<file path="src/rtl/pcr_pkg.sv">
package pcr_pkg;

  // ----------------------------------------------------------------
  // Register map
  // ----------------------------------------------------------------
  localparam logic [7:0] PCR_ADDR_PDM_VOLUME     = 8'h06;  // Bitstream volume code
  localparam logic [7:0] PCR_ADDR_MISC_CONFIG    = 8'h07;  // Ramp, pull-up, spread spectrum
  localparam logic [7:0] PCR_ADDR_PDM_RATE_SYNC  = 8'h08;  // Sync bit and bit rate
  localparam logic [7:0] PCR_ADDR_PDM_CLOCK      = 8'h09;  // Edge, role, select, gate

  // Values after reset
  localparam logic [7:0] PCR_RST_PDM_VOLUME      = 8'h00;
  localparam logic [7:0] PCR_RST_MISC_CONFIG     = 8'h06;
  localparam logic [7:0] PCR_RST_PDM_RATE_SYNC   = 8'h00;
  localparam logic [7:0] PCR_RST_PDM_CLOCK       = 8'h08;

  // ----------------------------------------------------------------
  // Field positions
  // ----------------------------------------------------------------
  localparam int PCR_RAMP_RATE_LSB  = 6;  // Two bits, misc_config
  localparam int PCR_PULLUP_BIT     = 3;  // misc_config
  localparam int PCR_SPREAD_BIT     = 2;  // misc_config
  localparam int PCR_SYNC_BIT       = 6;  // pdm_rate_sync_config
  localparam int PCR_RATE_LSB       = 2;  // Two bits, pdm_rate_sync_config
  localparam int PCR_EDGE_BIT       = 7;  // pdm_clock_config
  localparam int PCR_ROLE_BIT       = 5;  // pdm_clock_config
  localparam int PCR_CLKSEL_BIT     = 3;  // pdm_clock_config
  localparam int PCR_GATE_BIT       = 1;  // pdm_clock_config

  // ----------------------------------------------------------------
  // Volume codes and ramp
  // ----------------------------------------------------------------
  localparam logic [7:0] PCR_VOL_MAX_ATTEN = 8'hC8;  // -100 dB, last audible code
  localparam logic [7:0] PCR_VOL_MUTE      = 8'hC9;  // This code and above mute
  localparam logic [3:0] PCR_RAMP_SAMPLES_1 = 4'h1;
  localparam logic [3:0] PCR_RAMP_SAMPLES_4 = 4'h4;
  localparam logic [3:0] PCR_RAMP_SAMPLES_8 = 4'h8;

  // Ramp rate encodings
  typedef enum logic [1:0] {
    PCR_RAMP_PER1  = 2'b00,
    PCR_RAMP_PER4  = 2'b01,
    PCR_RAMP_PER8  = 2'b10,
    PCR_RAMP_OFF   = 2'b11
  } pcr_ramp_t;

  // ----------------------------------------------------------------
  // Master clock timing at 100 MHz system clock
  // ----------------------------------------------------------------
  localparam int PCR_SYS_CLK_MHZ      = 100;
  localparam int PCR_LOW_RATE_KHZ     = 3125;  // Inside 2.54 to 3.38 MHz
  localparam int PCR_HIGH_RATE_KHZ    = 6250;  // Inside 5.08 to 6.76 MHz
  localparam logic [4:0] PCR_HALF_LOW  = 5'((PCR_SYS_CLK_MHZ * 1000) / (2 * PCR_LOW_RATE_KHZ));
  localparam logic [4:0] PCR_HALF_HIGH = 5'((PCR_SYS_CLK_MHZ * 1000) / (2 * PCR_HIGH_RATE_KHZ));
  localparam logic [2:0] PCR_BITS_LAST = 3'h7;  // Bits per word minus one

endpackage

</file>
<file path="src/rtl/pcr_stream_if.sv">
// Byte stream with valid and ready between capture and buffer
interface pcr_stream_if;
  logic       valid;  // Word offered
  logic       ready;  // Word accepted
  logic [7:0] data;   // Eight bitstream bits, first bit in bit 7

  modport source (output valid, output data, input ready);
  modport sink   (input valid, input data, output ready);
endinterface

</file>
<file path="src/rtl/pcr_config_regs.sv">
// Behaviour
// [RULE1] Volume code steps 0.5 dB, mute above C8h
// [RULE2] Ramp step per 1, 4, 8 samples or none
// [RULE3] Pull-up bit 3 enables interrupt pin pull-up
// [RULE4] Spread spectrum bit 2, enabled after reset
// [RULE5] Sync bit 6 clear leaves switching unsynchronised
// [RULE6] Rate 00b low band, 01b high band
// [RULE7] Edge bit 7 picks rising or falling capture
// [RULE8] Role bit 5 picks slave or master clock
// [RULE9] Select bit 3 picks ground or clock pin
// [RULE10] Gate bit 1 low stops bitstream clock
// [RULE11] Clock register reads 08h after reset
// [RULE12] Misc register reads 06h after reset
// [RULE13] Source bit picks PCM or bitstream playback
// [RULE14] Route bit sends data to sensor or playback
// [RULE15] Applied volume walks one step per interval
module pcr_config_regs (
  // Clock and reset
  input  wire logic              clk_sys,
  input  wire logic              srst,
  // Control port
  input  wire logic              cfg_wr_en,
  input  wire logic              cfg_rd_en,
  input  wire logic [7:0]        cfg_addr,
  input  wire logic [7:0]        cfg_wdata,
  output logic [7:0]             cfg_rdata_q,
  output logic                   cfg_rvalid_q,
  // Playback selection bits held elsewhere
  input  wire logic              playback_source_sel,
  input  wire logic              bitstream_pin_route,
  // Audio sample strobe
  input  wire logic              sample_tick,
  // Bitstream pins
  input  wire logic              bitstream1_clock_pin_in,
  output logic                   bitstream1_clock_pin_out,
  output logic                   bitstream1_clock_pin_oe,
  input  wire logic              bitstream1_data_pin,
  // Captured playback words
  output logic                   play_valid,
  input  wire logic              play_ready,
  output logic [7:0]             play_data,
  output logic                   play_overrun_q,
  // Sensor path bits
  output logic                   sensor_bit_q,
  output logic                   sensor_bit_valid_q,
  // Volume to the datapath
  output logic [7:0]             digital_volume_q,
  output logic                   volume_mute_q,
  output logic                   bitstream_volume_active_q,
  // Amplifier controls
  output logic                   irq_pin_pullup_en_q,
  output logic                   spread_spectrum_en_q,
  output logic                   switching_sync_en_q,
  output logic [1:0]             bitstream1_rate_q,
  output logic                   bitstream1_rate_bad_q
);
  import pcr_pkg::*;

  // ----------------------------------------------------------------
  // Register storage
  // ----------------------------------------------------------------
  logic [7:0] pdm_volume_q;            // Bitstream volume code
  logic [7:0] misc_config_q;           // Ramp rate, pull-up, spread spectrum
  logic [7:0] pdm_rate_sync_config_q;  // Sync and bit rate
  logic [7:0] pdm_clock_config_q;      // Edge, role, select, gate

  // Field views
  logic       bitstream1_capture_edge;  // 1 captures on falling edge
  logic       bitstream1_clock_role;    // 1 makes us clock master
  logic       bitstream1_clock_select;  // 0 ties clock to ground
  logic       bitstream1_clock_gate;    // 0 gates clock off
  logic [1:0] volume_ramp_rate;         // Ramp encoding
  logic [1:0] rate_field;               // Raw rate field

  // ----------------------------------------------------------------
  // Pin synchronisers
  // ----------------------------------------------------------------
  logic       clk_pin_meta_q;   // First stage, clock pin
  logic       clk_pin_sync_q;   // Second stage, clock pin
  logic       data_pin_meta_q;  // First stage, data pin
  logic       data_pin_sync_q;  // Second stage, data pin

  // ----------------------------------------------------------------
  // Master clock divider and capture
  // ----------------------------------------------------------------
  logic [4:0] div_cnt_q;        // Half period counter
  logic [4:0] half_period;      // Half period for the rate
  logic       master_clk_q;     // Clock we drive as master
  logic       bit_clk;          // Clock the capture follows
  logic       bit_clk_prev_q;   // Previous clock level
  logic       capture_strobe;   // Capture edge seen
  logic [7:0] shift_q;          // Bits being assembled
  logic [2:0] bit_cnt_q;        // Bits in shift register
  logic       word_valid_q;     // Word offered to buffer
  logic [7:0] word_q;           // Word offered to buffer
  logic       word_done;        // Eighth bit just captured
  logic [7:0] applied_code;     // Ramp output

  pcr_stream_if cap_if ();
  pcr_stream_if play_if ();

  assign bitstream1_capture_edge = pdm_clock_config_q[PCR_EDGE_BIT];
  assign bitstream1_clock_role   = pdm_clock_config_q[PCR_ROLE_BIT];
  assign bitstream1_clock_select = pdm_clock_config_q[PCR_CLKSEL_BIT];
  assign bitstream1_clock_gate   = pdm_clock_config_q[PCR_GATE_BIT];
  assign volume_ramp_rate        = misc_config_q[PCR_RAMP_RATE_LSB +: 2];
  assign rate_field              = pdm_rate_sync_config_q[PCR_RATE_LSB +: 2];

  // ----------------------------------------------------------------
  // Register writes
  // ----------------------------------------------------------------

  // Volume code register
  always_ff @(posedge clk_sys) begin
    if (srst) begin
      pdm_volume_q <= PCR_RST_PDM_VOLUME;
    end else if (cfg_wr_en && cfg_addr == PCR_ADDR_PDM_VOLUME) begin
      pdm_volume_q <= cfg_wdata;
    end
  end

  // Misc register, reserved bits stored as written
  always_ff @(posedge clk_sys) begin
    if (srst) begin
      misc_config_q <= PCR_RST_MISC_CONFIG;  // see [RULE12] see [RULE4]
    end else if (cfg_wr_en && cfg_addr == PCR_ADDR_MISC_CONFIG) begin
      misc_config_q <= cfg_wdata;
    end
  end

  // Rate and sync register
  always_ff @(posedge clk_sys) begin
    if (srst) begin
      pdm_rate_sync_config_q <= PCR_RST_PDM_RATE_SYNC;
    end else if (cfg_wr_en && cfg_addr == PCR_ADDR_PDM_RATE_SYNC) begin
      pdm_rate_sync_config_q <= cfg_wdata;
    end
  end

  // Clock setup register
  always_ff @(posedge clk_sys) begin
    if (srst) begin
      pdm_clock_config_q <= PCR_RST_PDM_CLOCK;  // see [RULE11]
    end else if (cfg_wr_en && cfg_addr == PCR_ADDR_PDM_CLOCK) begin
      pdm_clock_config_q <= cfg_wdata;
    end
  end

  // ----------------------------------------------------------------
  // Register reads
  // ----------------------------------------------------------------

  // Read data one cycle after the read strobe
  always_ff @(posedge clk_sys) begin
    if (srst) begin
      cfg_rdata_q  <= 8'h00;
      cfg_rvalid_q <= 1'b0;
    end else begin
      cfg_rvalid_q <= cfg_rd_en;
      if (cfg_rd_en) begin
        unique case (cfg_addr)
          PCR_ADDR_PDM_VOLUME:    cfg_rdata_q <= pdm_volume_q;
          PCR_ADDR_MISC_CONFIG:   cfg_rdata_q <= misc_config_q;
          PCR_ADDR_PDM_RATE_SYNC: cfg_rdata_q <= pdm_rate_sync_config_q;
          PCR_ADDR_PDM_CLOCK:     cfg_rdata_q <= pdm_clock_config_q;
          default:                cfg_rdata_q <= 8'h00;  // Unmapped reads zero
        endcase
      end
    end
  end

  // ----------------------------------------------------------------
  // Amplifier control outputs
  // ----------------------------------------------------------------

  // Registered copies of the control bits
  always_ff @(posedge clk_sys) begin
    if (srst) begin
      irq_pin_pullup_en_q   <= 1'b0;
      spread_spectrum_en_q  <= 1'b1;
      switching_sync_en_q   <= 1'b0;
      bitstream1_rate_q     <= 2'b00;
      bitstream1_rate_bad_q <= 1'b0;
    end else begin
      irq_pin_pullup_en_q   <= misc_config_q[PCR_PULLUP_BIT];       // see [RULE3]
      spread_spectrum_en_q  <= misc_config_q[PCR_SPREAD_BIT];       // see [RULE4]
      switching_sync_en_q   <= pdm_rate_sync_config_q[PCR_SYNC_BIT];  // see [RULE5]
      bitstream1_rate_q     <= rate_field;
      bitstream1_rate_bad_q <= rate_field[1];  // see [RULE6]
    end
  end

  // ----------------------------------------------------------------
  // Volume path
  // ----------------------------------------------------------------

  // Ramp engine for the applied volume
  pcr_vol_ramp u_ramp (
    .clk_sys        (clk_sys),
    .srst           (srst),
    .target_code    (pdm_volume_q),
    .ramp_rate      (pcr_ramp_t'(volume_ramp_rate)),
    .sample_tick    (sample_tick),
    .applied_code_q (applied_code)
  );

  // Applied attenuation, mute, and which path it governs
  always_ff @(posedge clk_sys) begin
    if (srst) begin
      digital_volume_q          <= 8'h00;
      volume_mute_q             <= 1'b0;
      bitstream_volume_active_q <= 1'b0;
    end else begin
      digital_volume_q          <= applied_code;                   // see [RULE1]
      volume_mute_q             <= (applied_code >= PCR_VOL_MUTE);  // see [RULE1]
      bitstream_volume_active_q <= playback_source_sel;            // see [RULE13]
    end
  end

  // ----------------------------------------------------------------
  // Pin synchronisers
  // ----------------------------------------------------------------

  // Two flip-flops per pin before any logic reads them
  always_ff @(posedge clk_sys) begin
    if (srst) begin
      clk_pin_meta_q  <= 1'b0;
      clk_pin_sync_q  <= 1'b0;
      data_pin_meta_q <= 1'b0;
      data_pin_sync_q <= 1'b0;
    end else begin
      clk_pin_meta_q  <= bitstream1_clock_pin_in;
      clk_pin_sync_q  <= clk_pin_meta_q;
      data_pin_meta_q <= bitstream1_data_pin;
      data_pin_sync_q <= data_pin_meta_q;
    end
  end

  // ----------------------------------------------------------------
  // Master clock generation
  // ----------------------------------------------------------------

  // Half period from the rate, reserved codes fall back to low band
  assign half_period = (rate_field == 2'b01) ? PCR_HALF_HIGH : PCR_HALF_LOW;  // see [RULE6]

  // Divider runs only as master with clock selected and ungated
  always_ff @(posedge clk_sys) begin
    if (srst) begin
      div_cnt_q    <= 5'd0;
      master_clk_q <= 1'b0;
    end else if (!(bitstream1_clock_role && bitstream1_clock_select && bitstream1_clock_gate)) begin
      div_cnt_q    <= 5'd0;  // see [RULE8] see [RULE10]
      master_clk_q <= 1'b0;
    end else if (div_cnt_q + 5'd1 >= half_period) begin
      div_cnt_q    <= 5'd0;
      master_clk_q <= ~master_clk_q;
    end else begin
      div_cnt_q    <= div_cnt_q + 5'd1;
    end
  end

  // Pin driven only in master role
  assign bitstream1_clock_pin_out = master_clk_q;
  assign bitstream1_clock_pin_oe  = bitstream1_clock_role && bitstream1_clock_select;  // see [RULE8]

  // ----------------------------------------------------------------
  // Bit capture
  // ----------------------------------------------------------------

  // Clock seen by capture: ground, gated, own or from pin
  always_comb begin
    if (!bitstream1_clock_select || !bitstream1_clock_gate) begin
      bit_clk = 1'b0;  // see [RULE9] see [RULE10]
    end else if (bitstream1_clock_role) begin
      bit_clk = master_clk_q;
    end else begin
      bit_clk = clk_pin_sync_q;
    end
  end

  // Previous clock level for edge finding
  always_ff @(posedge clk_sys) begin
    if (srst) begin
      bit_clk_prev_q <= 1'b0;
    end else begin
      bit_clk_prev_q <= bit_clk;
    end
  end

  // Rising or falling edge as configured
  assign capture_strobe = bitstream1_capture_edge ? (bit_clk_prev_q && !bit_clk)
                                                  : (!bit_clk_prev_q && bit_clk);  // see [RULE7]
  assign word_done      = capture_strobe && bitstream_pin_route && bit_cnt_q == PCR_BITS_LAST;

  // Sensor routing of each captured bit
  always_ff @(posedge clk_sys) begin
    if (srst) begin
      sensor_bit_q       <= 1'b0;
      sensor_bit_valid_q <= 1'b0;
    end else begin
      sensor_bit_valid_q <= capture_strobe && !bitstream_pin_route;  // see [RULE14]
      if (capture_strobe && !bitstream_pin_route) begin
        sensor_bit_q <= data_pin_sync_q;
      end
    end
  end

  // Shift register for the playback route
  always_ff @(posedge clk_sys) begin
    if (srst || !bitstream_pin_route) begin
      shift_q   <= 8'h00;
      bit_cnt_q <= 3'd0;
    end else if (capture_strobe) begin
      shift_q   <= {shift_q[6:0], data_pin_sync_q};  // see [RULE14]
      bit_cnt_q <= bit_cnt_q + 3'd1;
    end
  end

  // Word offered to the buffer until taken
  always_ff @(posedge clk_sys) begin
    if (srst) begin
      word_valid_q   <= 1'b0;
      word_q         <= 8'h00;
      play_overrun_q <= 1'b0;
    end else begin
      if (word_done) begin
        word_valid_q <= 1'b1;
        word_q       <= {shift_q[6:0], data_pin_sync_q};
      end else if (cap_if.ready) begin
        word_valid_q <= 1'b0;
      end
      // Sticky: a new word replaced one the buffer never took
      if (word_done && word_valid_q && !cap_if.ready) begin
        play_overrun_q <= 1'b1;
      end
    end
  end

  assign cap_if.valid = word_valid_q;
  assign cap_if.data  = word_q;

  // ----------------------------------------------------------------
  // Two-entry buffer toward the playback datapath
  // ----------------------------------------------------------------
  pcr_fifo2 u_buf (
    .clk_sys (clk_sys),
    .srst    (srst),
    .fill    (cap_if.sink),
    .drain   (play_if.source)
  );

  assign play_valid    = play_if.valid;
  assign play_data     = play_if.data;
  assign play_if.ready = play_ready;

endmodule

</file>
<file path="src/rtl/pcr_fifo2.sv">
module pcr_fifo2 (
  // Clock and reset
  input  wire logic clk_sys,
  input  wire logic srst,
  // Filling and draining sides
  pcr_stream_if.sink   fill,
  pcr_stream_if.source drain
);
  import pcr_pkg::*;

  logic [7:0] mem_q [2];  // Two entries of storage
  logic       wr_ptr_q;   // Next entry to fill
  logic       rd_ptr_q;   // Next entry to drain
  logic [1:0] count_q;    // Entries held
  logic       push;
  logic       pop;

  // ----------------------------------------------------------------
  // Handshake
  // ----------------------------------------------------------------
  assign fill.ready  = (count_q != 2'd2);  // Honest full
  assign drain.valid = (count_q != 2'd0);  // Honest empty
  assign drain.data  = mem_q[rd_ptr_q];
  assign push        = fill.valid && fill.ready;
  assign pop         = drain.valid && drain.ready;

  // Storage write
  always_ff @(posedge clk_sys) begin
    if (push) begin
      mem_q[wr_ptr_q] <= fill.data;
    end
  end

  // Pointers and occupancy
  always_ff @(posedge clk_sys) begin
    if (srst) begin
      wr_ptr_q <= 1'b0;
      rd_ptr_q <= 1'b0;
      count_q  <= 2'd0;
    end else begin
      if (push) wr_ptr_q <= ~wr_ptr_q;
      if (pop)  rd_ptr_q <= ~rd_ptr_q;
      count_q <= count_q + 2'(push) - 2'(pop);
    end
  end

endmodule

</file>
<file path="src/rtl/pcr_vol_ramp.sv">
module pcr_vol_ramp
  import pcr_pkg::*;
(
  // Clock and reset
  input  wire logic       clk_sys,
  input  wire logic       srst,
  // Settings and sample strobe
  input  wire logic [7:0] target_code,
  input  wire pcr_ramp_t  ramp_rate,
  input  wire logic       sample_tick,
  // Applied volume
  output logic [7:0]      applied_code_q
);

  logic [3:0] interval;     // Samples per 0.5 dB step
  logic [3:0] tick_cnt_q;   // Samples since last step

  // Step interval from the ramp rate
  always_comb begin
    unique case (ramp_rate)
      PCR_RAMP_PER1: interval = PCR_RAMP_SAMPLES_1;
      PCR_RAMP_PER4: interval = PCR_RAMP_SAMPLES_4;
      PCR_RAMP_PER8: interval = PCR_RAMP_SAMPLES_8;
      PCR_RAMP_OFF:  interval = PCR_RAMP_SAMPLES_1;
    endcase
  end

  // Sample counter, restarts once the volume has settled
  always_ff @(posedge clk_sys) begin
    if (srst || applied_code_q == target_code) begin
      tick_cnt_q <= 4'h0;
    end else if (sample_tick) begin
      tick_cnt_q <= (tick_cnt_q + 4'h1 >= interval) ? 4'h0 : tick_cnt_q + 4'h1;
    end
  end

  // Applied code walks one code per interval toward the target
  always_ff @(posedge clk_sys) begin
    if (srst) begin
      applied_code_q <= PCR_RST_PDM_VOLUME;
    end else if (ramp_rate == PCR_RAMP_OFF) begin
      applied_code_q <= target_code;  // see [RULE2]
    end else if (sample_tick && tick_cnt_q + 4'h1 >= interval) begin
      if (applied_code_q < target_code) begin
        applied_code_q <= applied_code_q + 8'h01;  // see [RULE15]
      end else if (applied_code_q > target_code) begin
        applied_code_q <= applied_code_q - 8'h01;  // see [RULE2]
      end
    end
  end

endmodule
</file>
<file path="config.mk">
export PLATFORM = sky130hd
export DESIGN_NAME = pcr_config_regs
export DESIGN_NICKNAME = d
export VERILOG_FILES = /design/src/rtl/pcr_pkg.sv /design/src/rtl/pcr_stream_if.sv /design/src/rtl/pcr_config_regs.sv /design/src/rtl/pcr_fifo2.sv /design/src/rtl/pcr_vol_ramp.sv
export SDC_FILE = /design/constraint.sdc
export NUM_CORES = 1
export LEC_CHECK = 0
export ABC_AREA = 1
export BUFFER_PORTS_ARGS = -buffer_cell sky130_fd_sc_hd__buf_2
export CORE_ASPECT_RATIO = 1.4
export CORE_UTILIZATION = 65
export CTS_BUF_LIST = sky130_fd_sc_hd__clkbuf_4 sky130_fd_sc_hd__clkbuf_8
export CTS_CLUSTER_DIAMETER = 80
export CTS_CLUSTER_SIZE = 40
export DETAILED_ROUTE_END_ITERATION = 16
export PLACE_DENSITY_LB_ADDON = 0.3
export SETUP_SLACK_MARGIN = 0.5
export SLEW_MARGIN = 10
export SYNTH_ARGS = -nofsm -noshare
export SYNTH_HDL_FRONTEND = slang
export SYNTH_SLANG_ARGS = --single-unit
</file>
<file path="constraint.sdc">
create_clock -name clk_sys -period 6.6 [get_ports clk_sys]
set_clock_uncertainty 0.05 [all_clocks]
set_input_delay 0 -clock clk_sys [delete_from_list [all_inputs] [get_ports clk_sys]]
set_output_delay 0 -clock clk_sys [all_outputs]
set_load 0.05 [all_outputs]
</file>
# Word-level counts from Yosys, hierarchy flattened
# Memories as Yosys holds them, arrays and structs flattened. A register that Yosys moved wholly into a read port is not among the register bits.
# Index checks and enable logic that the tools add are counted.
# totals
ff_bits	106
ramBits	16
in_bits	26
out_inout_bits	39
elab_cells	112
memories	1
# memory_table
memory	depth	width	rd	rd_clocked_by_memory_dff	write_ports	line_no	rtl
u_buf.mem_q	2	8	1	1	1	pcr_fifo2.sv:11	logic [7:0] mem_q [2];
# classes
add_sub_neg	7
n_lt_le_gt_ge	5
n_eq_ne	11
n_mux	17
bitwise_logic	4
n_reduce_logical	34
# ops
cell	count
$mux 8	4
$pmux 8 s4	1
$eq 8x3->1 const B	2
$eq 8x4->1 const B	2
$logic_and 1x1->1	16
$pmux 4 s3	1
$mux 1	9
$add 8x1->8 const B	1
$eq 8x8->1	1
$ge 8x8->1 const B	1
$gt 8x8->1	1
$lt 8x8->1	1
$sub 8x1->8 const B	1
$logic_not 1->1	6
$reduce_bool 2->1	3
$add 5x1->5 const B	1
$ge 5x5->1	1
$mux 5	1
$add 4x1->4 const B	1
$eq 2x1->1 const B	2
$eq 2x2->1 const B	2
$ge 4x4->1	1
$mux 4	1
$not 1->1	4
other kinds (11)	14

# Logic depth before layout (Yosys ltp)
# Gate-level depths: netlist (run 1).
# depth
word_depth	10
ltp_mapped	19
depth_no_buf	19

# By module
# A second synthesis (run 1) with hierarchy kept.
# hier_totals
hier_cells	696
hier_area_um2	5764.3
# modules_own_cells
module	instances	cells_each	area_each_um2	seq_area_each_um2
pcr_config_regs	1	452	3626.0	1781.7
pcr_vol_ramp	1	182	1262.5	240.2
pcr_fifo2	1	62	875.8	580.6

# Least setup slack after synthesis (run 1)
# No wires, ideal clock.
# synth_timing
path_type	register to register
from	reg pdm_volume_q[5]
to	reg u_ramp.applied_code_q[6]
setup_time_ps	132
arrival_ps	2333
t_required_ps	6418
path_slack_ps	4085
path_stages_with_launch	16
n_path_buf	0
synth_period_minus_slack_ps	2515
cell_sequence	dfxtp_1 inv_1 ha_1 a21oi_1 nor2_1 nor2_1 nand2_1 ha_1 a21oi_1 or2_2 nand3_1 nand2_1 nand3_1 nand2_1 nand2_1 a21oi_1
# synth_between
elab_chain_len	4
elab_cells_between_ends	7
cone_classes	order compare: 2; mux: 3; reduce/logical: 2
# synth_lines
item	line_no	rtl
from (decl)	pcr_config_regs.sv:62	logic [7:0] pdm_volume_q;
from (signal assigned)	pcr_config_regs.sv:118	pdm_volume_q <= cfg_wdata;
$lt 8x8->1	pcr_vol_ramp.sv:44	if (applied_code_q < target_code) begin
$mux 8	pcr_vol_ramp.sv:44	
$mux 8	pcr_vol_ramp.sv:43	end else if (sample_tick && tick_cnt_q + 4'h1 >= interval) begin
$mux 8	pcr_vol_ramp.sv:41	end else if (ramp_rate == PCR_RAMP_OFF) begin
to (signal assigned)	pcr_vol_ramp.sv:42	applied_code_q <= target_code;
to (signal assigned)	pcr_vol_ramp.sv:45	applied_code_q <= applied_code_q + 8'h01;
to (signal assigned)	pcr_vol_ramp.sv:47	applied_code_q <= applied_code_q - 8'h01;
to (decl)	pcr_vol_ramp.sv:12	output logic [7:0] applied_code_q
# Parallel ways exist; a longest one is shown, timed or not. The select of a mux whose other input is x is not followed.
# A chain may end at the register's enable or synchronous reset.

# Final worst setup path (run 1)
# layout_timing
from	reg pdm_volume_q[5]
to	reg u_ramp.applied_code_q[7]
# Same word-level chain as after synthesis.

==> impl_results.md, run 1 <==
- Post-place instance area: 5821 sq um
- R2R Path Start: pdm_volume_q[5]
- Pre-Repair DR Iteration Count: 5
- Minimum clock period: 2.918 ns
- Worst-path clk slew: 0.07 ns
- Worst skew pair latency: 0.44 ns
- RePlAce Congestion: 0.9526
- Dpl hpwl: 8069 um
- Critical path class: reg2reg
- # DRC: 0
- CTS Buf Count: 17
- Syn_nets: 708
- Via density: 5.465
- GRT Resource Usage Total: 0.2832
- Worst EP arrival: 3.24 ns
- Antenna Cells: 0
- Hold Path Class: in2reg
- Total negative slack: 0 ns
- Pwr dens: 324.3 nW/um^2
- CTS tree: done
- Cells after Synth: 651
- Yosys cell types: 43
- Port bufs: 64
- R2r setup slk: 3.68 ns
- Worst relative slew slack: 0.4740
- Synth async-reset ratio: 0
- Area contributors post-synth: dfxtp_1, nand2_1, edfxtp_1
- Crit-path slowest cell: ha_1
- Final hold vios: 0
- Flop pwr share: 0.392
- Setup Viol. Count Final: 0
- P_sw: 0.6794 mW
- Hold path endpoint: pdm_volume_q[0]
- Post-synthesis sequential area ratio: 0.4764
- Largest net degree at the start of global routing: 60
- Post-Syn Area: 5463 sq um
- Worst-Margin Slew: 0.7881 ns
- Pleak: 2.835 nW
- H-tree Lvls: 4
- Fin util: 0.7860
- R2R cell count: 14
- Cell count of the worst hold path: 5
- Place WS: 3.760 ns
- Rows: 39
- DR iter-0 viols: 421
- R2R Path End: u_ramp.applied_code_q[7]
- Total Wirelength: 11460 um
- # nets final: 792
- Crit-path max cell delay: 0.48 ns
- Post-synth EDFFs: 16
- Status: finished clean
- CP Max Fanout: 12
- Cell repeated most along the worst path: a21oi_1
- VDD IR max: 0.2238 mV
- CP Capture Type: flip-flop
- Post-synth top area cell: dfxtp_1
- Maxcap violations: 0
- Main synth FF type: dfxtp_1
- Num ports: 65
- Post-DRT Antenna Nets: 0
- Final Slew Violations: 0
- Number of clock sinks: 122
- Grt ovf: 0
- First-pass GRT wire length: 19240 um
- YS warnings: 0
- Synthesis-to-finish area growth: 17.25%
- CTS max path bufs: 2
- Placeable Area: 8149 sq um
- Comb pwr share: 0.279
- P_int: 1.397 mW
- Hold Startpoint: cfg_addr[1]
- Die area: 8780 sq um
- FF+latch count, synth: 122
- RSZ-0062 raised after global routing: no
- Yosys top cell area share: 0.3885
- Max Fclk: 342.7 MHz
- Initial Util: 0.6704
- Final worst slack: 3.682 ns
- Antenna violations before repair: 0
- Number of global-route vias before repair: 4401
- Via count: 4645
- Fin Hold WS: 0.03263 ns
- Drt wl/cell: 13.48 um
- CP Launch Type: flip-flop
- Avg Inst Size Synth: 8.391 sq um
- Final instance area: 6405 sq um
- CP required: 6.92 ns
- Tcrit/Tclk final: 0.4421
- Share of layout cells above drive strength 1: 0.1778
- Clock Power Share: 0.328
- Die H: 110.5 um
- Post-CTS Resized: 0
- Worst-path cell chain: inv_1, ha_1, a21oi_1, nor2_1, nor2_1, nand2_1, ha_1, a21oi_1, o21ai_0, a21oi_1, nand3_1, nand2_1, nand2_1, a21oi_1
- DIE WIDTH: 79.48 um
- Clock root buffer: clkbuf_8
- Sw Ratio: 0.3271
- Postcts setup bufs: 0
[what timing repair did]
item | CTS | global route
hold buffers | 17 | 0
setup endpoints to repair | 0 | 0
hold endpoints to repair | 71 | 0
[registers in the layout, indices dropped and copies added (netlist names), 8 cells and up, named ones only]
name,count
u_buf.mem_q,16
cap_if.data,8
cfg_rdata_q,8
digital_volume_q,8
misc_config_q,8
pdm_clock_config_q,8
pdm_rate_sync_config_q,8
pdm_volume_q,8
u_ramp.applied_code_q,8
[through the flow]
stage | cells | total power, mW
global placement | 801 | 1.349
global route | 850 | 2.191
finish | 850 | 2.077
CTS | 850 | 2.070
detailed placement | 801 | 1.379
floorplan | 651 | 1.259
[synthesized netlist by cell type (3+ instances only)]
cell type,n
buf_6,3
nor3_4,3
ha_1,30
clkbuf_1,10
nor3_1,3
nand3_1,27
o21ai_2,3
dfxtp_1,106
nand2_1,131
inv_1,73
edfxtp_1,16
a21oi_1,71
nand2_4,5
nand4_1,9
nor2_1,59
xnor2_1,4
buf_4,3
mux2_2,8
o21ai_1,4
xor2_1,7
o21ai_0,44
o211ai_1,3
[logic make-up (layout without fill, tap and decap cells)]
| group | count (synthesis) | count (layout) | synth area share |
|---|---|---|---|
| simple gates | 248 | 248 | 0.2098 |
| compound gates | 135 | 135 | 0.1338 |
| flops | 122 | 122 | 0.4764 |
| buf+inv | 96 | 193 | 0.07352 |
| fa+ha+maj | 31 | 31 | 0.07238 |
| xor+xnor | 11 | 11 | 0.01764 |
| mux | 8 | 8 | 0.01649 |
[how the worst max path moves through the flow]
stage / from / end / slack (ns) / cells past startpoint
6_report: pdm_volume_q[5] / u_ramp.applied_code_q[7] / 3.68 / 14
5_1_grt: pdm_volume_q[7] / u_ramp.applied_code_q[7] / 3.48 / 14
4_1_cts: pdm_volume_q[5] / u_ramp.applied_code_q[7] / 3.72 / 14
3_5_place_dp: pdm_volume_q[5] / u_ramp.applied_code_q[7] / 3.76 / 14
3_3_place_gp: pdm_volume_q[5] / u_ramp.applied_code_q[6] / 3.91 / 15
2_1_floorplan: pdm_volume_q[5] / u_ramp.applied_code_q[6] / 4.08 / 15
[metal layers]
layer  global-route usage  share of wire  wire length [um]
met1               0.3055           0.39              4415
met4               0.1442          0.033               377
met2               0.4900           0.53              6037
met5                    0              0                 0
met3              0.08099          0.055               628
[final cells by class]
type	instances	area [sq um]
Tap cell	102	127.6
Clock inverter	9	122.6
Inverter	79	304.0
Timing Repair Buffer	82	498.0
Clock buffer	23	291.5
Multi-Input combinational cell	433	2459
Sequential cell	122	2603
Fill cell	559	1744
[power by group through the flow]
stage	logic (mW)	clock network, mW	registers, mW
2_1_floorplan	0.405	0	0.854
3_3_place_gp	0.521	0	0.828
3_5_place_dp	0.548	0	0.830
4_1_cts	0.568	0.687	0.814
5_1_grt	0.645	0.728	0.818
6_report	0.580	0.682	0.815
[worst max-delay path, delay by kind of cell, from the launching register on]
family          cells  cell delay [ns]
simple gates        6             0.71
flops               1             0.36
fa+ha+maj           2             0.79
buf+inv             1             0.07
compound gates      5             0.89
[layout by cell type (no fill, tap or decap), types with 7 or more instances in the layout]
| master | count |
|---|---|
| a21oi_1 | 71 |
| buf_2 | 64 |
| clkbuf_8 | 19 |
| dfxtp_1 | 106 |
| dlygate4sd3_1 | 17 |
| edfxtp_1 | 16 |
| ha_1 | 30 |
| inv_1 | 73 |
| mux2_2 | 8 |
| nand2_1 | 131 |
| nand3_1 | 27 |
| nand4_1 | 9 |
| nor2_1 | 59 |
| o21ai_0 | 44 |
| xor2_1 | 7 |
Power figures use the tool's default switching activity.
==> inputs of run 2 (changes only) <==
--- a/config.mk
+++ b/config.mk
@@ -8,7 +8,7 @@
 export ABC_AREA = 1
 export BUFFER_PORTS_ARGS = -buffer_cell sky130_fd_sc_hd__buf_2
 export CORE_ASPECT_RATIO = 1.4
-export CORE_UTILIZATION = 65
+export CORE_UTILIZATION = 54
 export CTS_BUF_LIST = sky130_fd_sc_hd__clkbuf_4 sky130_fd_sc_hd__clkbuf_8
 export CTS_CLUSTER_DIAMETER = 80
 export CTS_CLUSTER_SIZE = 40
==> constraint.sdc (replaced) <==
create_clock -name clk_sys -period 2.5 [get_ports clk_sys]
set_clock_uncertainty 0.05 [all_clocks]
set_input_delay 0 -clock clk_sys [delete_from_list [all_inputs] [get_ports clk_sys]]
set_output_delay 0 -clock clk_sys [all_outputs]
set_load 0.05 [all_outputs]
==> run 2 against run 1 <==
Net effect: first-iteration DRC count decreased by 25%; critical path type unchanged; global-route usage decreased by 2.9 points; final area increased by 11%.
==> impl_results.md, run 2 (same netlist as run 1, synthesis figures left out) <==
- Status: finished clean
- Routed length on met2: 6829 um (+13%)
- Port bufs: 64 (unchanged)
- CP Launch Point: pdm_volume_q[5]
- H-tree Lvls: 4 (unchanged)
- Max Fclk: 403.3 MHz (+18%)
- Total Power: 6.815 mW (+230%)
- Largest register by flop count: u_buf.mem_q
- Dpl hpwl: 8331 um (+3.2%)
- Fin util: 0.7204 (-0.06554)
- # nets final: 825 (+4.2%)
- Worst relative slew slack: 0.4186 (-0.05545)
- Drt wl/cell: 14.26 um (+5.8%)
- GRT Resource Usage Total: 0.2541 (-0.02910)
- Via density: 5.263 (-3.7%)
- Post-DRT Antenna Nets: 0 (unchanged)
- Clock root buffer: clkbuf_8
- Worst EP arrival: 2.79 ns (-0.45 ns)
- Worst skew pair latency: 0.44 ns (about the same)
- Total Wirelength: 13060 um (+14%)
- Final Slew Violations: 0 (unchanged)
- DR iter-0 viols: 315 (-25%)
- Placed Cells: 841 (+5.0%)
- # DRC: 0 (unchanged)
- Synthesis-to-finish area growth: 29.84%
- Share of layout cells above drive strength 1: 0.2945 (+0.1167)
- Die H: 121.0 um (+9.5%)
- Non-Filler Instances: 916 (+7.8%)
- Largest register FFs: 16 (unchanged)
- First-pass GRT wire length: 20710 um (+7.6%)
- Final instance area: 7093 sq um (+11%)
- Hold Startpoint: cfg_addr[1]
- Largest net degree at the start of global routing: 55 (-8.3%)
- Die area: 10530 sq um (+20%)
- Hold Path Class: in2reg
- CTS max path bufs: 2 (unchanged)
- CP Launch Type: flip-flop
- Pleak: 3.052 nW (+7.7%)
- Final worst slack: 0.02065 ns (-3.661 ns)
- Rows: 43 (+10%)
- R2R Path Start: pdm_volume_q[5]
- CP required: 2.81 ns (-4.11 ns)
- Placeable Area: 9846 sq um (+21%)
- Number of global-route vias before repair: 4568 (+3.8%)
- Num ports: 65 (unchanged)
- CP Capture Type: flip-flop
- Place WS: -0.03521 ns (-3.795 ns)
- Worst-Margin Slew: 0.8712 ns (+0.08309 ns)
- Total negative slack: 0 ns (unchanged)
- Worst-path clk slew: 0.08 ns (about the same)
- Number of clock sinks: 122 (unchanged)
- Most common cell after layout, fill and taps aside: nand2_1
- Fin Hold WS: 0.02473 ns (-0.007900 ns)
- CP Max Fanout: 5 (-7)
- Top Layer Used: met4
- Post-place instance area: 6037 sq um (+3.7%)
- Antenna Cells: 0 (unchanged)
- Maxcap violations: 0 (unchanged)
- Antenna violations before repair: 0 (unchanged)
- Setup Viol. Count Final: 0 (unchanged)
- Initial Util: 0.5548 (-0.1155)
- Final hold vios: 0 (unchanged)
- Critical path class: reg2reg
- RSZ-0062 raised after global routing: yes
- DIE WIDTH: 87.01 um (+9.5%)
- Met1 wire length: 5185 um (+17%)
- Grt ovf: 0 (unchanged)
- Most frequent cells in the layout: nand2_1, dfxtp_1, inv_1, buf_2, a21oi_1
- Met3 wire len: 608 um (-3.2%)
- CTS tree: done
- Minimum clock period: 2.479 ns (-0.4388 ns)
- Via count: 4821 (+3.8%)
- CTS Buf Count: 17 (unchanged)
- Filler cells: 722 (+29%)
- Pwr dens: 960.8 nW/um^2 (+200%)
- Tcrit/Tclk final: 0.9917 (+0.5496)
- VDD IR max: 0.5505 mV (+150%)
- Pre-Repair DR Iteration Count: 5 (unchanged)
- RePlAce Congestion: 0.8546 (-10%)
[run 2: changes by cell type in the layout (fill, tap and decap cells not counted), moves of 7 or more]
cell,change
buf_4,+29
dfxtp_1,-16
dfxtp_2,+13
ha_1,-12
ha_4,+11
a21oi_1,-10
nand2_1,-10
inv_1,-8
inv_2,+8
a21oi_2,+7
[run 2: area by class of cell]
cell class	instances	area, sq um	area share
Inverter	79	304.0	0.04286
Sequential cell	122	2630	0.3708
Tap cell	135	168.9	0.02381
Clock buffer	18	241.5	0.03404
Timing Repair Buffer	114	745.7	0.1051
Multi-Input combinational cell	434	2794	0.3939
Clock inverter	14	209.0	0.02946
[run 2: worst paths after layout]
check,endpoint,slack [ns],cells after the start
setup / recovery,u_ramp.applied_code_q[7],0.02,14
hold / removal,pdm_volume_q[0],0.02,5
setup reg to reg,u_ramp.applied_code_q[7],0.02,14
hold reg to reg,clk_pin_sync_q,0.36,2
[run 2: critical path, cell delays in order (launching register included)]
cell and delay, ns:
dfxtp_2 0.34, inv_2 0.05, ha_4 0.22, a21oi_4 0.14, nor2_2 0.07, nor2_4 0.21, nand2_8 0.12, ha_4 0.27
a21oi_4 0.21, o21ai_0 0.10, a21oi_1 0.14, nand3_1 0.10, nand2_1 0.10, nand2_1 0.10, a21oi_2 0.16
[run 2: power by group]
group | internal [mW] | switching (mW)
Sequential | 2.07 | 0.0672
Combinational | 1.16 | 1.54
Clock | 1.12 | 0.852
[run 2: repair_timing]
| item | in CTS | in global routing |
|---|---|---|
| gates resized for setup | 35 | 25 |
| hold buffers | 20 | 0 |
| setup endpoints to repair | 8 | 8 |
| pin swaps | 15 | 20 |
| hold endpoints to repair | 72 | 0 |
| setup buffers | 18 | 4 |
| cloned | 1 | 0 |
[run 2: metal layers]
layer,vias up,track usage
met5,-,0
met3,42,0.06190
met4,0,0.1302
met1,2238,0.2748
li1,2381,-
met2,160,0.4518
==> inputs of run 3 (changes only) <==
--- a/config.mk
+++ b/config.mk
@@ -8,7 +8,7 @@
 export ABC_AREA = 1
 export BUFFER_PORTS_ARGS = -buffer_cell sky130_fd_sc_hd__buf_2
 export CORE_ASPECT_RATIO = 1.4
-export CORE_UTILIZATION = 54
+export CORE_UTILIZATION = 60
 export CTS_BUF_LIST = sky130_fd_sc_hd__clkbuf_4 sky130_fd_sc_hd__clkbuf_8
 export CTS_CLUSTER_DIAMETER = 80
 export CTS_CLUSTER_SIZE = 40
==> constraint.sdc (replaced) <==
create_clock -name clk_sys -period 2.35 [get_ports clk_sys]
set_clock_uncertainty 0.05 [all_clocks]
set_input_delay 0 -clock clk_sys [delete_from_list [all_inputs] [get_ports clk_sys]]
set_output_delay 0 -clock clk_sys [all_outputs]
set_load 0.05 [all_outputs]
==> run 3 against run 2 <==
Net effect: the flow now finishes with violations (negative setup slack); cell count down 2.0%; largest power group unchanged; fmax is 0.23% higher; worst hold slack barely moved; clock power shrank 18%.
==> impl_results.md, run 3 (same netlist as run 1, synthesis figures left out) <==
- Non-Filler Instances: 898 (-2.0%)
- # DRC: 0 (unchanged)
- Flop pwr share: 0.313 (about the same)
- Failing checks: negative setup slack
- Drt wl/cell: 16.87 um (+18%)
- Port bufs: 64 (unchanged)
- Maxcap violations: 0 (unchanged)
- Synthesis-to-finish area growth: 30.83%
- CTS tree: done
- Die area: 9495 sq um (-9.8%)
- Max Fclk: 404.3 MHz (+0.23%)
- Comb pwr share: 0.464 (+0.068)
- Antenna violations before repair: 0 (unchanged)
- Pwr dens: 1020 nW/um^2 (+6.2%)
- Grt ovf: 0 (unchanged)
- Clock Power Share: 0.223 (-0.067)
- Initial Util: 0.6273 (+0.07246)
- CP required: 2.68 ns (-0.13 ns)
- Critical path class: reg2reg
- CTS max path bufs: 2 (unchanged)
- Worst-Margin Slew: 0.8976 ns (+0.02644 ns)
- Placed Cells: 816 (-3.0%)
- Cell count of the worst hold path: 5 (unchanged)
- Antenna Cells: 0 (unchanged)
- VDD IR max: 0.8005 mV (+45%)
- Most frequent cells in the layout: nand2_1, dfxtp_1, inv_1, buf_2, a21oi_1
- Tcrit/Tclk final: 1.053 (+0.06088)
- Largest register FFs: 16 (unchanged)
- Most common cell after layout, fill and taps aside: nand2_1
- R2R Path Start: pdm_volume_q[5]
- CP Capture Type: flip-flop
- Pre-Repair DR Iteration Count: 7 (+2)
- Placeable Area: 8708 sq um (-12%)
- Die H: 114.9 um (-5.0%)
- CP Launch Type: flip-flop
- Via density: 5.776 (+9.7%)
- Final hold vios: 0 (unchanged)
- Dpl hpwl: 8796 um (+5.6%)
- RSZ-0062 raised after global routing: yes
- DIE WIDTH: 82.64 um (-5.0%)
- CTS Buf Count: 17 (unchanged)
- # nets final: 837 (+1.5%)
- P_sw: 2.888 mW (+17%)
- First-pass GRT wire length: 22250 um (+7.5%)
- Hold Startpoint: cfg_addr[2]
- Setup Viol. Count Final: 5 (+5)
- Largest register by flop count: u_buf.mem_q
- Pleak: 3.083 nW (+1.0%)
- Total negative slack: -0.4675 ns (-0.4675 ns)
- Post-DRT Antenna Nets: 0 (unchanged)
- Worst-path clk slew: 0.09 ns (about the same)
- R2r setup slk: -0.12 ns (-0.14 ns)
- Final Slew Violations: 0 (unchanged)
- Sw Ratio: 0.3961 (+0.03489)
- Num ports: 65 (unchanged)
- Clock root buffer: clkbuf_8
- Largest net degree at the start of global routing: 48 (-13%)
- Worst EP arrival: 2.81 ns (+0.02 ns)
- Share of layout cells above drive strength 1: 0.3266 (+0.03211)
- P_int: 4.404 mW (+1.2%)
- Rows: 40 (-7.0%)
- Number of clock sinks: 122 (unchanged)
- Place WS: -0.1163 ns (-0.08104 ns)
- Reg area: 2629 sq um (about the same)
- Number of global-route vias before repair: 4987 (+9.2%)
- CP Max Fanout: 5 (unchanged)
- Filler cells: 538 (-25%)
- Minimum clock period: 2.474 ns (-0.005693 ns)
- Hold path endpoint: pdm_volume_q[0]
- Area of the multi-input gates: 2900 sq um (+3.8%)
- GRT Resource Usage Total: 0.3162 (+0.06214)
- RePlAce Congestion: 0.8729 (+2.1%)
- Via count: 5187 (+7.6%)
- Status: finished, violations left
- Worst relative slew slack: 0.4009 (-0.01765)
- Hold Path Class: in2reg
- Total Wirelength: 15150 um (+16%)
- DR iter-0 viols: 375 (+19%)
- R2R Path End: u_ramp.applied_code_q[7]
- H-tree Lvls: 4 (unchanged)
- R2R cell count: 15 (+1)
- Final worst slack: -0.1237 ns (-0.1443 ns)
- Worst skew pair latency: 0.45 ns (about the same)
run 3: worst max-delay path: stages (launching register included):
cell     delay, ns
dfxtp_2       0.34
inv_2         0.05
ha_4          0.22
a21oi_4       0.16
nor2_4        0.05
nor2_4        0.23
nand2_8       0.13
ha_4          0.30
nand2_2       0.11
nor2_4        0.04
buf_4         0.13
a21oi_2       0.16
nand3_1       0.11
nand2_1       0.10
nand2_1       0.08
a21oi_2       0.14
run 3: worst max path at each step:
| stage | cells past startpoint | slack, ns | from | end |
|---|---|---|---|---|
| 4_1_cts | 16 | 0.11 | pdm_volume_q[5] | u_ramp.applied_code_q[5] |
| 3_5_place_dp | 16 | -0.12 | pdm_volume_q[3] | u_ramp.applied_code_q[7] |
| 5_1_grt | 14 | -0.19 | pdm_volume_q[5] | u_ramp.applied_code_q[6] |
| 2_1_floorplan | 17 | 0.15 | pdm_volume_q[1] | u_ramp.applied_code_q[6] |
| 6_report | 15 | -0.12 | pdm_volume_q[5] | u_ramp.applied_code_q[7] |
| 3_3_place_gp | 16 | 0.03 | pdm_volume_q[5] | u_ramp.applied_code_q[5] |
run 3: metal layers:
metal / vias to the layer above / GRT usage / routed length, um
met2: 311 / 0.5596 / 7746
met4: 0 / 0.1989 / 1065
li1: 2408 / - / -
met3: 97 / 0.09921 / 998
met1: 2371 / 0.3097 / 5335
met5: - / 0 / 0
run 3: area by class of cell:
cell class / count / area share
flip-flops and latches: 122 / 0.3678
inverters: 79 / 0.04254
clock buffers: 18 / 0.03379
well taps: 105 / 0.01838
multi-input cells: 434 / 0.4058
clock inverters: 14 / 0.01383
repair buffers: 126 / 0.1178
run 3: power groups by stage:
| stage | registers (mW) | logic [mW] | clock network [mW] |
|---|---|---|---|
| 3_5_place_dp | 2.31 | 1.91 | 0 |
| 3_3_place_gp | 2.30 | 1.84 | 0 |
| 4_1_cts | 2.27 | 2.61 | 1.62 |
| 2_1_floorplan | 2.42 | 1.35 | 0 |
| 5_1_grt | 2.29 | 3.55 | 1.73 |
| 6_report | 2.28 | 3.38 | 1.63 |
run 3: timing repair:
| item | 4_1_cts | 5_1_grt |
|---|---|---|
| hold endpoints to repair | 76 | 0 |
| gates resized for setup | 39 | 49 |
| buffers inserted | 22 | 6 |
| gates cloned | 1 | 0 |
| pin swaps | 28 | 26 |
| endpoints found under the setup margin | 9 | 22 |
| hold buffers | 21 | 0 |
run 3: metrics by stage:
step | power (mW) | utilization | hold slack (ns) | instance area, sq um
final | 7.292 | 0.8207 | 0.02498 | 7147
after global routing | 7.568 | 0.8207 | 0.02969 | 7147
after CTS | 6.492 | 0.7948 | 0.001705 | 6922
after detailed placement | 4.216 | 0.6932 | 0.1594 | 6037
after global placement | 4.140 | 0.6932 | 0.1486 | 6037
after floorplan | 3.767 | - | 0.04561 | 5585
